==> config.mk <==
export PLATFORM = sky130hd
export DESIGN_NAME = bsd_ctrl
export DESIGN_NICKNAME = d
export VERILOG_FILES = /design/src/bsd_pkg.sv /design/src/bsd_ctrl.sv
export SDC_FILE = /design/constraint.sdc
export NUM_CORES = 1
export LEC_CHECK = 0
export ABC_CLOCK_PERIOD_IN_PS = 3300
export BUFFER_PORTS_ARGS = -buffer_cell sky130_fd_sc_hd__buf_2
export CAP_MARGIN = 25
export CORE_MARGIN = 2
export CORE_UTILIZATION = 35
export DETAILED_ROUTE_END_ITERATION = 10
export SETUP_SLACK_MARGIN = 0.5
export SYNTH_ARGS = -nofsm -noshare
export SYNTH_HDL_FRONTEND = slang
export SYNTH_SLANG_ARGS = --single-unit
==> constraint.sdc <==
create_clock -name sys_clk -period 3.3 [get_ports sys_clk]
set_input_delay 0.66 -clock sys_clk [delete_from_list [all_inputs] [get_ports sys_clk]]
set_output_delay 0.66 -clock sys_clk [all_outputs]
set_load 0.02 [all_outputs]
==> src/bsd_pkg.sv <==
// package for the battery short diagnostic control block
package bsd_pkg;
  localparam logic [7:0] ADDR_CH_ONE_CTRL    = 8'h5D;
  localparam logic [7:0] ADDR_CH_TWO_CTRL    = 8'h5E;
  localparam logic [7:0] ADDR_STATUS         = 8'h5F;
  localparam logic [7:0] ADDR_SUB_MAP        = 8'h0E;
  localparam int         POWERDOWN_BIT       = 6;
  localparam int         THRESH_LSB          = 2;
  localparam int         THRESH_MSB          = 4;
  localparam int         SUB_MAP_LSB         = 5;
  localparam int         SUB_MAP_MSB         = 6;
  localparam logic [1:0] SUB_MAP_USER        = 2'h0;
  localparam logic       POWERDOWN_RESET     = 1'h1;
  localparam logic [2:0] THRESH_RESET        = 3'h3;
  localparam logic [1:0] SUB_MAP_RESET       = 2'h0;
  localparam int         NUM_CHANNELS        = 2;

  typedef struct packed {
    logic       powerDown;
    logic [2:0] threshold;
  } bsd_chan_s;

  typedef struct packed {
    bsd_chan_s [NUM_CHANNELS-1:0] chan;
    logic [1:0]                   subMap;
    logic [NUM_CHANNELS-1:0]      stbLatched;
    logic [7:0]                   readData;
  } bsd_state_s;
endpackage : bsd_pkg

==> src/bsd_ctrl.sv <==
// battery short diagnostic control, status latch and interrupt request
//
// Overview of operation
// - Register sense_channel_one_control bit 6 powers channel one down when 1 and up when 0, resetting to 1.
// - Register sense_channel_one_control bits 4:2 hold channel one's threshold code (75 mV plus 150 mV per step), resetting to 011.
// - A channel one comparator trip above its threshold raises a battery short interrupt.
// - Register sense_channel_two_control bit 6 powers channel two down when 1 and up when 0, resetting to 1.
// - Register sense_channel_two_control bits 4:2 hold channel two's threshold code with the same encoding, resetting to 011.
// - A channel two comparator trip above its threshold raises a battery short interrupt.
// - A battery short event shows as the active low interrupt request pin.
// - A readable status register tells which channel tripped.
`timescale 1ns/10ps
module bsd_ctrl (
  input  wire logic       sys_clk,
  input  wire logic       rstn,
  input  wire logic       regWrite,
  input  wire logic       regRead,
  input  wire logic [7:0] regAddr,
  input  wire logic [7:0] regWdata,
  output logic      [7:0] regRdata,
  input  wire logic       sensePinOneTrip,
  input  wire logic       sensePinTwoTrip,
  output logic            senseOnePowerdown,
  output logic            senseTwoPowerdown,
  output logic      [2:0] senseOneThreshold,
  output logic      [2:0] senseTwoThreshold,
  output logic            batteryShortEvent,
  output logic            interruptRequestOut_n
);
  bsd_pkg::bsd_state_s state_r;
  bsd_pkg::bsd_state_s state_nxt;
  logic [bsd_pkg::NUM_CHANNELS-1:0] trip;
  logic [bsd_pkg::NUM_CHANNELS-1:0] tripGated;
  logic                             userMap;

  assign trip    = {sensePinTwoTrip, sensePinOneTrip};
  assign userMap = (state_r.subMap == bsd_pkg::SUB_MAP_USER);

  genvar g;
  generate
    for (g = 0; g < bsd_pkg::NUM_CHANNELS; g++) begin : gChan
      // powered down comparators are masked
      assign tripGated[g] = trip[g] & ~state_r.chan[g].powerDown;
    end
  endgenerate

  always_comb begin
    state_nxt = state_r;
    if (regWrite && regAddr == bsd_pkg::ADDR_SUB_MAP) begin
      state_nxt.subMap = regWdata[bsd_pkg::SUB_MAP_MSB:bsd_pkg::SUB_MAP_LSB];
    end
    if (regWrite && userMap && regAddr == bsd_pkg::ADDR_CH_ONE_CTRL) begin
      state_nxt.chan[0].powerDown = regWdata[bsd_pkg::POWERDOWN_BIT];
      state_nxt.chan[0].threshold = regWdata[bsd_pkg::THRESH_MSB:bsd_pkg::THRESH_LSB];
    end
    if (regWrite && userMap && regAddr == bsd_pkg::ADDR_CH_TWO_CTRL) begin
      state_nxt.chan[1].powerDown = regWdata[bsd_pkg::POWERDOWN_BIT];
      state_nxt.chan[1].threshold = regWdata[bsd_pkg::THRESH_MSB:bsd_pkg::THRESH_LSB];
    end
    // write one to clear; a new trip in the same cycle wins
    if (regWrite && userMap && regAddr == bsd_pkg::ADDR_STATUS) begin
      state_nxt.stbLatched = state_r.stbLatched & ~regWdata[bsd_pkg::NUM_CHANNELS-1:0];
    end
    state_nxt.stbLatched = state_nxt.stbLatched | tripGated;
    state_nxt.readData = 8'h00;
    if (regRead) begin
      if (regAddr == bsd_pkg::ADDR_SUB_MAP) begin
        state_nxt.readData[bsd_pkg::SUB_MAP_MSB:bsd_pkg::SUB_MAP_LSB] = state_r.subMap;
      end else if (userMap && regAddr == bsd_pkg::ADDR_CH_ONE_CTRL) begin
        state_nxt.readData[bsd_pkg::POWERDOWN_BIT] = state_r.chan[0].powerDown;
        state_nxt.readData[bsd_pkg::THRESH_MSB:bsd_pkg::THRESH_LSB] = state_r.chan[0].threshold;
      end else if (userMap && regAddr == bsd_pkg::ADDR_CH_TWO_CTRL) begin
        state_nxt.readData[bsd_pkg::POWERDOWN_BIT] = state_r.chan[1].powerDown;
        state_nxt.readData[bsd_pkg::THRESH_MSB:bsd_pkg::THRESH_LSB] = state_r.chan[1].threshold;
      end else if (userMap && regAddr == bsd_pkg::ADDR_STATUS) begin
        state_nxt.readData[bsd_pkg::NUM_CHANNELS-1:0] = state_r.stbLatched;
      end
    end
  end

  always_ff @(posedge sys_clk or negedge rstn) begin
    if (!rstn) begin
      state_r.chan[0].powerDown <= bsd_pkg::POWERDOWN_RESET;
      state_r.chan[0].threshold <= bsd_pkg::THRESH_RESET;
      state_r.chan[1].powerDown <= bsd_pkg::POWERDOWN_RESET;
      state_r.chan[1].threshold <= bsd_pkg::THRESH_RESET;
      state_r.subMap            <= bsd_pkg::SUB_MAP_RESET;
      state_r.stbLatched        <= 2'h0;
      state_r.readData          <= 8'h00;
    end else begin
      state_r <= state_nxt;
    end
  end

  assign regRdata              = state_r.readData;
  assign senseOnePowerdown     = state_r.chan[0].powerDown;
  assign senseTwoPowerdown     = state_r.chan[1].powerDown;
  assign senseOneThreshold     = state_r.chan[0].threshold;
  assign senseTwoThreshold     = state_r.chan[1].threshold;
  assign batteryShortEvent     = |state_r.stbLatched;
  assign interruptRequestOut_n = ~(|state_r.stbLatched);
endmodule : bsd_ctrl

==> results.yml, run 1 <==
timing:
  period_minus_slack_ns: 1.85
  finalHoldViolCount: 0
  fmax_ghz: 0.542
  setup_viol_count_final: 0
  fin_ws_ns: 1.45
  grt_setup_unrepaired: "false"
  fin_tns_setup_ns: 0
  finalCritPeriodShare_pct: 55.9
  slew_viol_final: 0
  hold_slack_ns: 0.284
  skew_ns: 0.00146
detailed_routing:
  drtIter0Drc: 5
  drt_pass1_iterations: 4
  drc: 0
  num_vias: 712
  wl_per_cell_um: 12.6
  ant_nets: 0
  wirelength_mm: 1.78
  via_per_inst: 5.01
synthesis:
  synth-seq-cells: 19
  synth.distinct_cells: 26
  syn_nets: 106
  netlist_area_um2: 991
  ys.flop_type: "dfrtp_1"
  synth_warnings: 0
  synth_top_area_share_pct: 32.8
  synth_edf_count: 0
  ys_async_sr_fraction_pct: 100
  syn_area_per_cell_um2: 11.8
  syn_inst: 84
  ys_top_cells_by_area: "dfrtp_1 (33%), dfstp_2 (16%), mux2_1 (11%)"
  yosysSeqAreaShare_pct: 48.7
  synth_area_leader_cell: "dfrtp_1"
die:
  core_area_um2: 2730
  die_width_um: 57.2
  rows: 19
  die_y_um: 57.2
  dieArea_um2: 3270
  initial_core_util_pct: 36.2
  io_pins: 40
worst_setup_path:
  ff2ff_setup_slack_ns: 1.90
  worst_r2r_endpoint: "senseOneThreshold[2]$_DFFE_PN0P_"
  critical_path_arrival_ns: 1.19
  r2r-start: "state_r[11]$_DFFE_PN0P_"
  r2r_cells: 3
  start_kind: "register"
  path_max_fanout: 3
  path_class: "register to output port"
  cp-end-kind: "output port"
  cp.required_ns: 2.64
clock_network:
  cts_buffer_depth: 2
  clk_latency_ns: 0.29
  cts-root-buf: "clkbuf_4"
  clk_pin_slew_ns: 0.10
  holdBufCountCts: 0
  cts.sink_count: 19
  cts_tree: "yes"
  htreeDepth: 1
  cts_buffers: 3
  cts_setup_buffers: 0
  cts_resized: 0
placed_design:
  post-place-ws_ns: 1.50
  portBuffers: 37
  gp_congestion: 0.723
  placed_cells: 138
final_layout:
  insertedDiodeCount: 0
  layout_commonest_cell: "buf_2"
  final_cell_count_no_fill: 142
  final_cell_mix: "buf_2 (37), dfrtp_1 (13), mux2_1 (10)"
  seq_area_um2: 483
  area_growth_pct: 14.8
  drive_gt1_share_pct: 47.7
  multi_input_area_um2: 388
  nFillCells: 273
  nets: 134
global_routing:
  grt_remaining_overflow: 0
  grt_pass1_wl_mm: 2.95
  grt_pass1_vias: 698
  grt.total_usage_pct: 11.9
  grt_start_max_net_pins: 20
  antenna_found_initial: 0
pwr:
  p_per_area_nw_per_um2: 362
  peakVddDrop_mv: 0.228
  leakagePower_nw: 0.589
run_status:
  status: "complete, no violations"
hold_path:
  hold_class: "input pin to async pin"
job:
  drv_cap: 0
## cell usage after synthesis, types with 2 or more instances
| library cell | count |
|---|---|
| dfstp_2 | 6 |
| and2_1 | 2 |
| dfrtp_1 | 13 |
| a22oi_1 | 3 |
| and3b_1 | 2 |
| nor2_1 | 4 |
| nand2_1 | 5 |
| nand4_4 | 2 |
| o21ai_0 | 2 |
| nand3_1 | 2 |
| inv_1 | 4 |
| buf_4 | 14 |
| mux2_1 | 10 |
| and2b_1 | 2 |
| o41ai_1 | 2 |
## metrics by stage
| step | util, % | power [mW] | area (um^2) |
|---|---|---|---|
| floorplan | - | 0.280 | 991 |
| global placement | 40.6 | 0.302 | 1110 |
| detailed placement | 40.6 | 0.303 | 1110 |
| CTS | 41.6 | 0.419 | 1140 |
| global route | 41.6 | 0.436 | 1140 |
| finish | 41.6 | 0.412 | 1140 |
## state kept, by name, indices dropped and copies added (netlist names)
register	count
senseOnePowerdown	1
senseTwoThreshold	3
senseTwoPowerdown	1
state_r	4
regRdata	7
senseOneThreshold	3
## worst max-delay path: stages (launching register included)
cell and delay (ns):
dfrtp_1 0.40, or2_2 0.30, inv_1 0.05, buf_2 0.15
## logic make-up after synthesis
| group | after synthesis | share of synthesized area (%) |
|---|---|---|
| AOI/OAI and AO/OA | 9 | 6.06 |
| buffers and inverters | 18 | 12.1 |
| DFF | 19 | 48.7 |
| muxes | 10 | 11.4 |
| other | 1 | 0.378 |
| and+or+nand+nor | 27 | 21.3 |
## how the worst max path moves through the flow
stage	startpoint	to	cells past startpoint
2_1_floorplan	regAddr[7]	senseOneThreshold[2]$_DFFE_PN0P_	3
3_3_place_gp	regAddr[7]	senseTwoThreshold[2]$_DFFE_PN0P_	4
3_5_place_dp	regAddr[7]	senseOneThreshold[2]$_DFFE_PN0P_	4
4_1_cts	state_r[8]$_DFF_PN0_	interruptRequestOut_n	3
5_1_grt	state_r[8]$_DFF_PN0_	interruptRequestOut_n	3
6_report	state_r[8]$_DFF_PN0_	interruptRequestOut_n	3
## metal layers
metal | routed length (um) | track usage [%]
met5 | 0 | 0
met4 | 13 | 5.98
met3 | 120 | 2.27
met2 | 876 | 18.9
met1 | 772 | 15.5
## cell type report
type                    count  area share, %
clock inverters             1          0.440
repair buffers             37           16.3
clock buffers               3           1.98
well taps                  31           3.41
flip-flops and latches     19           42.5
multi-input cells          47           34.1
inverters                   4           1.32
## power by group
group	switching, mW	total [mW]	internal, mW
combinational	0.0304	0.0516	0.0212
sequential	0.00488	0.246	0.242
clock	0.0684	0.113	0.0451
(Power assumes the default switching activity.)
==> inputs of run 2 (changes only) <==
Settings changed: ABC_CLOCK_PERIOD_IN_PS 3300 to 1600.
Clock period 3.3 ns to 1.6 ns, I/O delays scaled along.
==> run 2 against run 1 <==
First-iteration DRC count is 20% lower. Final area is 30% higher. Non-clock buffer count grew 16. Utilization up 13 points.
==> results.yml, run 2 (same netlist as run 1, synthesis figures left out) <==
clock_network:
  cts_buffer_depth: 2
  cts-root-buf: "clkbuf_4"
  cts.sink_count: 19
  cts_tree: "yes"
  clk_latency_ns: 0.30
  clk_pin_slew_ns: 0.11
  cts_buffers: 3
  htreeDepth: 1
worst_setup_path:
  critPathTopFamily: "flip-flops"
  cp_slowest_cell: "dfrtp_1"
  path_max_fanout: 3
  r2r_cells: 3
  start_kind: "register"
  worst_r2r_endpoint: "senseOneThreshold[2]$_DFFE_PN0P_"
  slowest_delay_ns: 0.42
  cp-end-kind: "output port"
  cp.depth: 2
  path_class: "register to output port"
  cp.required_ns: 1.28
  critPathCapture: "batteryShortEvent"
  ff2ff_setup_slack_ns: 0.20
  critical_path_arrival_ns: 1.13
  cp_num_buf_inv: 1
  startpoint: "state_r[9]$_DFF_PN0_"
  r2r-start: "state_r[10]$_DFFE_PN0P_"
  cp_cell_sequence: "or2_4, buf_4"
placed_design:
  dp_hpwl_mm: 1.46
  placed_cells: 138
  portBuffers: 37
  placed_cell_area_um2: 1140
  post-place-ws_ns: 0.179
  gp_congestion: 0.756
die:
  io_pins: 40
  die_y_um: 57.2
  initial_core_util_pct: 36.2
  die_width_um: 57.2
  rows: 19
  core_area_um2: 2730
  dieArea_um2: 3270
global_routing:
  grt_pass1_vias: 823
  grt_start_max_net_pins: 20
  grt.total_usage_pct: 15.6
  grt_remaining_overflow: 0
  grt_pass1_wl_mm: 3.90
  antenna_found_initial: 0
final_layout:
  nets: 150
  final_cell_mix: "buf_2 (20), buf_6 (17), buf_4 (15)"
  stdcell_area_um2: 1480
  nFillCells: 227
  area_growth_pct: 49.5
  multi_input_area_um2: 503
  layout_commonest_cell: "buf_2"
  drive_gt1_share_pct: 67.7
  final_cell_count_no_fill: 158
  insertedDiodeCount: 0
  largest_reg_flops: 7
  post-route-util_pct: 54.2
  seq_area_um2: 483
timing:
  fmax_ghz: 0.689
  slew_viol_final: 0
  skew_ns: 0.00244
  setup_viol_count_final: 0
  fin_tns_setup_ns: 0
  fin_ws_ns: 0.149
  finalCritPeriodShare_pct: 90.7
  period_minus_slack_ns: 1.45
  hold_slack_ns: 0.234
  finalHoldViolCount: 0
  grt_setup_unrepaired: "true"
detailed_routing:
  via_per_inst: 4.89
  drtIter0Drc: 4
  wl_per_cell_um: 14.2
  drt_pass1_iterations: 4
  ant_nets: 0
  drc: 0
  num_vias: 772
  wirelength_mm: 2.24
pwr:
  p_int_mw: 0.684
  p_total_mw: 0.935
  p_clk_share_pct: 26.6
  p_sw_mw: 0.251
  power_switching_share_pct: 26.9
  leakagePower_nw: 0.731
  seqPwrFrac_pct: 54.3
  comb_power_share_pct: 19.1
  peakVddDrop_mv: 0.469
  p_per_area_nw_per_um2: 631
run_status:
  status: "complete, no violations"
job:
  drv_cap: 0
hold_path:
  hold_class: "input pin to register"
-- run 2: changes by cell type in the layout (fill, tap and decap cells not counted), moves of 2 or more --
cell     previous run  this run
o21ai_0             2         0
nand3_1             2         0
buf_6               0        17
mux2_4              0         9
buf_2              37        20
buf_4               0        15
mux2_1             10         1
-- run 2: worst min path at each step --
| stage | start | end | slack [ns] | cells after the start |
|---|---|---|---|---|
| 2_1_floorplan | rstn | regRdata[0]$_DFF_PN0_ | 0.02 | 0 |
| 3_3_place_gp | rstn | state_r[9]$_DFF_PN0_ | 0.27 | 1 |
| 3_5_place_dp | rstn | state_r[9]$_DFF_PN0_ | 0.28 | 1 |
| 4_1_cts | regWdata[5] | state_r[10]$_DFFE_PN0P_ | 0.24 | 2 |
| 5_1_grt | regWdata[5] | state_r[10]$_DFFE_PN0P_ | 0.23 | 2 |
| 6_report | regWdata[5] | state_r[10]$_DFFE_PN0P_ | 0.23 | 2 |
-- run 2: what timing repair did --
action                                  in CTS  in global routing
gates cloned                                 0                  0
setup buffers                               12                  3
hold endpoints to repair                    13                  0
pin swaps                                    4                  8
hold buffers                                 1                  0
resized for setup                           44                  6
endpoints found under the setup margin      33                 35
-- run 2: final cells by class --
type                            instances  share of cell area (%)
Sequential cell                        19                    32.6
Clock buffer                            3                    1.52
Inverter                                4                    1.01
Tap cell                               31                    2.62
Multi-Input combinational cell         47                    34.0
Timing Repair Buffer                   53                    28.0
Clock inverter                          1                   0.338
-- run 2: power by group through the flow --
stage	clock network, mW	logic, mW	registers, mW
after global placement	0	0.112	0.517
final	0.249	0.179	0.507
after detailed placement	0	0.114	0.518
after global routing	0.285	0.193	0.509
after floorplan	0	0.0642	0.518
after CTS	0.252	0.169	0.507
-- run 2: worst register-to-register path, stage by stage (launching register included) --
cell	delay [ns]
dfrtp_1	0.40
and4bb_4	0.41
nand4_4	0.16
mux2_4	0.33
-- run 2: metal layers --
metal  track usage, %  up-vias  wire length, um
li1                 -      374                -
met5                0        -                0
met1             18.7      376              932
met3             1.59        2               77
met2             27.8       20             1200
met4             7.97        0               34
==> inputs of run 3 (changes only) <==
Settings changed: ABC_CLOCK_PERIOD_IN_PS 1600 to 1750.
Clock period 1.6 ns to 1.75 ns, I/O delays scaled along.
==> run 3 against run 2 <==
Via count decreased by 4.4%. Final area decreased by 6.5%. Utilization down 3.5 points. Sequential cell count is the same. Critical endpoint is now interruptRequestOut_n. Largest cell class is now sequential cells.
==> results.yml, run 3 (same netlist as run 1, synthesis figures left out) <==
run_status:
  status: "complete, no violations"
timing:
  slew_viol_final: 0
  grt_setup_unrepaired: "true"
  fin_tns_setup_ns: 0
  finalCritPeriodShare_pct: 83.7
  period_minus_slack_ns: 1.47
  fmax_ghz: 0.683
  setup_viol_count_final: 0
  finalHoldViolCount: 0
  skew_ns: 0.00717
placed_design:
  dp_hpwl_mm: 1.53
  gp_congestion: 0.861
  portBuffers: 37
  placed_cells: 138
clock_network:
  htreeDepth: 1
  cts-root-buf: "clkbuf_4"
  clk_latency_ns: 0.30
  clk_pin_slew_ns: 0.11
  cts_buffer_depth: 2
  cts_tree: "yes"
  cts_buffers: 3
  cts.sink_count: 19
global_routing:
  grt_remaining_overflow: 0
  grt.total_usage_pct: 14.9
  grt_start_max_net_pins: 20
  grt_pass1_vias: 831
  grt_pass1_wl_mm: 3.71
  antenna_found_initial: 0
worst_setup_path:
  cp.required_ns: 1.40
  path_class: "register to output port"
  cp-end-kind: "output port"
  start_kind: "register"
  path_max_fanout: 2
  critical_path_arrival_ns: 1.12
final_layout:
  final_cell_count_no_fill: 155
  layout_commonest_cell: "buf_2"
  insertedDiodeCount: 0
  area_growth_pct: 39.8
  multi_input_area_um2: 473
  largest_reg_flops: 7
  nFillCells: 228
  nets: 147
  final_cell_mix: "buf_2 (27), dfrtp_1 (13), buf_4 (12)"
  seq_area_um2: 483
  drive_gt1_share_pct: 62.9
die:
  die_y_um: 57.2
  initial_core_util_pct: 36.2
  die_width_um: 57.2
  io_pins: 40
  rows: 19
  core_area_um2: 2730
  dieArea_um2: 3270
pwr:
  leakagePower_nw: 0.722
  peakVddDrop_mv: 0.324
  p_per_area_nw_per_um2: 603
detailed_routing:
  drt_pass1_iterations: 5
  ant_nets: 0
  wl_per_cell_um: 14.5
  via_per_inst: 4.76
  wirelength_mm: 2.24
  drtIter0Drc: 8
  num_vias: 738
  drc: 0
hold_path:
  hold_class: "input pin to register"
job:
  drv_cap: 0
==> run 3: cell count changes in the layout (fill, tap and decap cells not counted), moves of 2 or more <==
| cell | previous run | this run |
|---|---|---|
| buf_2 | 20 | 27 |
| buf_6 | 17 | 10 |
| buf_4 | 15 | 12 |
| nand3_1 | 0 | 2 |
==> run 3: where the power goes <==
part,internal [mW],switching [mW]
registers,0.456,0.0105
logic,0.0731,0.0712
clock network,0.0850,0.140
total,0.614,0.222
==> run 3: repair_timing <==
action | CTS | global route
endpoints found under the setup margin | 19 | 22
hold buffers | 1 | 0
setup buffers | 9 | 3
endpoints found under the hold margin | 13 | 0
pin swaps | 1 | 3
resized for setup | 28 | 6
==> run 3: path summary, 6_finish.rpt <==
path                                         start  slack, ns                               end  cells after the start
max                           state_r[9]$_DFF_PN0_       0.28             interruptRequestOut_n                      3
min                                    regWdata[5]       0.27           state_r[10]$_DFFE_PN0P_                      2
max reg2reg                state_r[11]$_DFFE_PN0P_       0.35  senseTwoThreshold[2]$_DFFE_PN0P_                      3
min reg2reg                state_r[10]$_DFFE_PN0P_       0.57             regRdata[5]$_DFF_PN0_                      2
max in group asynchronous                     rstn       0.92  senseOneThreshold[0]$_DFFE_PN1P_                      2
min in group asynchronous                     rstn       0.51  senseTwoThreshold[2]$_DFFE_PN0P_                      2
==> run 3: through the flow <==
step,power [mW],setup slack [ns],util [%],cell area (um^2),hold slack [ns]
after CTS,0.839,0.292,48.7,1330,0.269
after global placement,0.571,0.309,41.0,1120,0.304
after global routing,0.878,0.240,50.7,1390,0.268
after floorplan,0.530,0.470,-,1000,0.0544
after detailed placement,0.575,0.290,41.0,1120,0.314
final,0.835,0.285,50.7,1390,0.274
==> run 3: worst max-delay path: stages, from the launching register on <==
cell and delay, ns:
dfrtp_1 0.40, or2_4 0.26, inv_2 0.05, buf_6 0.10
==> run 3: per-layer routing <==
layer  up-vias  wire length (um)  share of wire (%)  track usage, %
met3         2                64                2.9            2.95
li1        362                 -                  -               -
met1       360               850                 38            15.3
met2        14              1290                 58            27.4
met5         -                 0                  0               0
met4         0                33                1.5            8.97
==> run 3: final cells by class <==
class,instances,share of cell area [%]
well taps,31,2.80
multi-input cells,47,34.1
repair buffers,50,25.1
clock inverters,1,0.361
inverters,4,1.08
clock buffers,3,1.63
flip-flops and latches,19,34.9
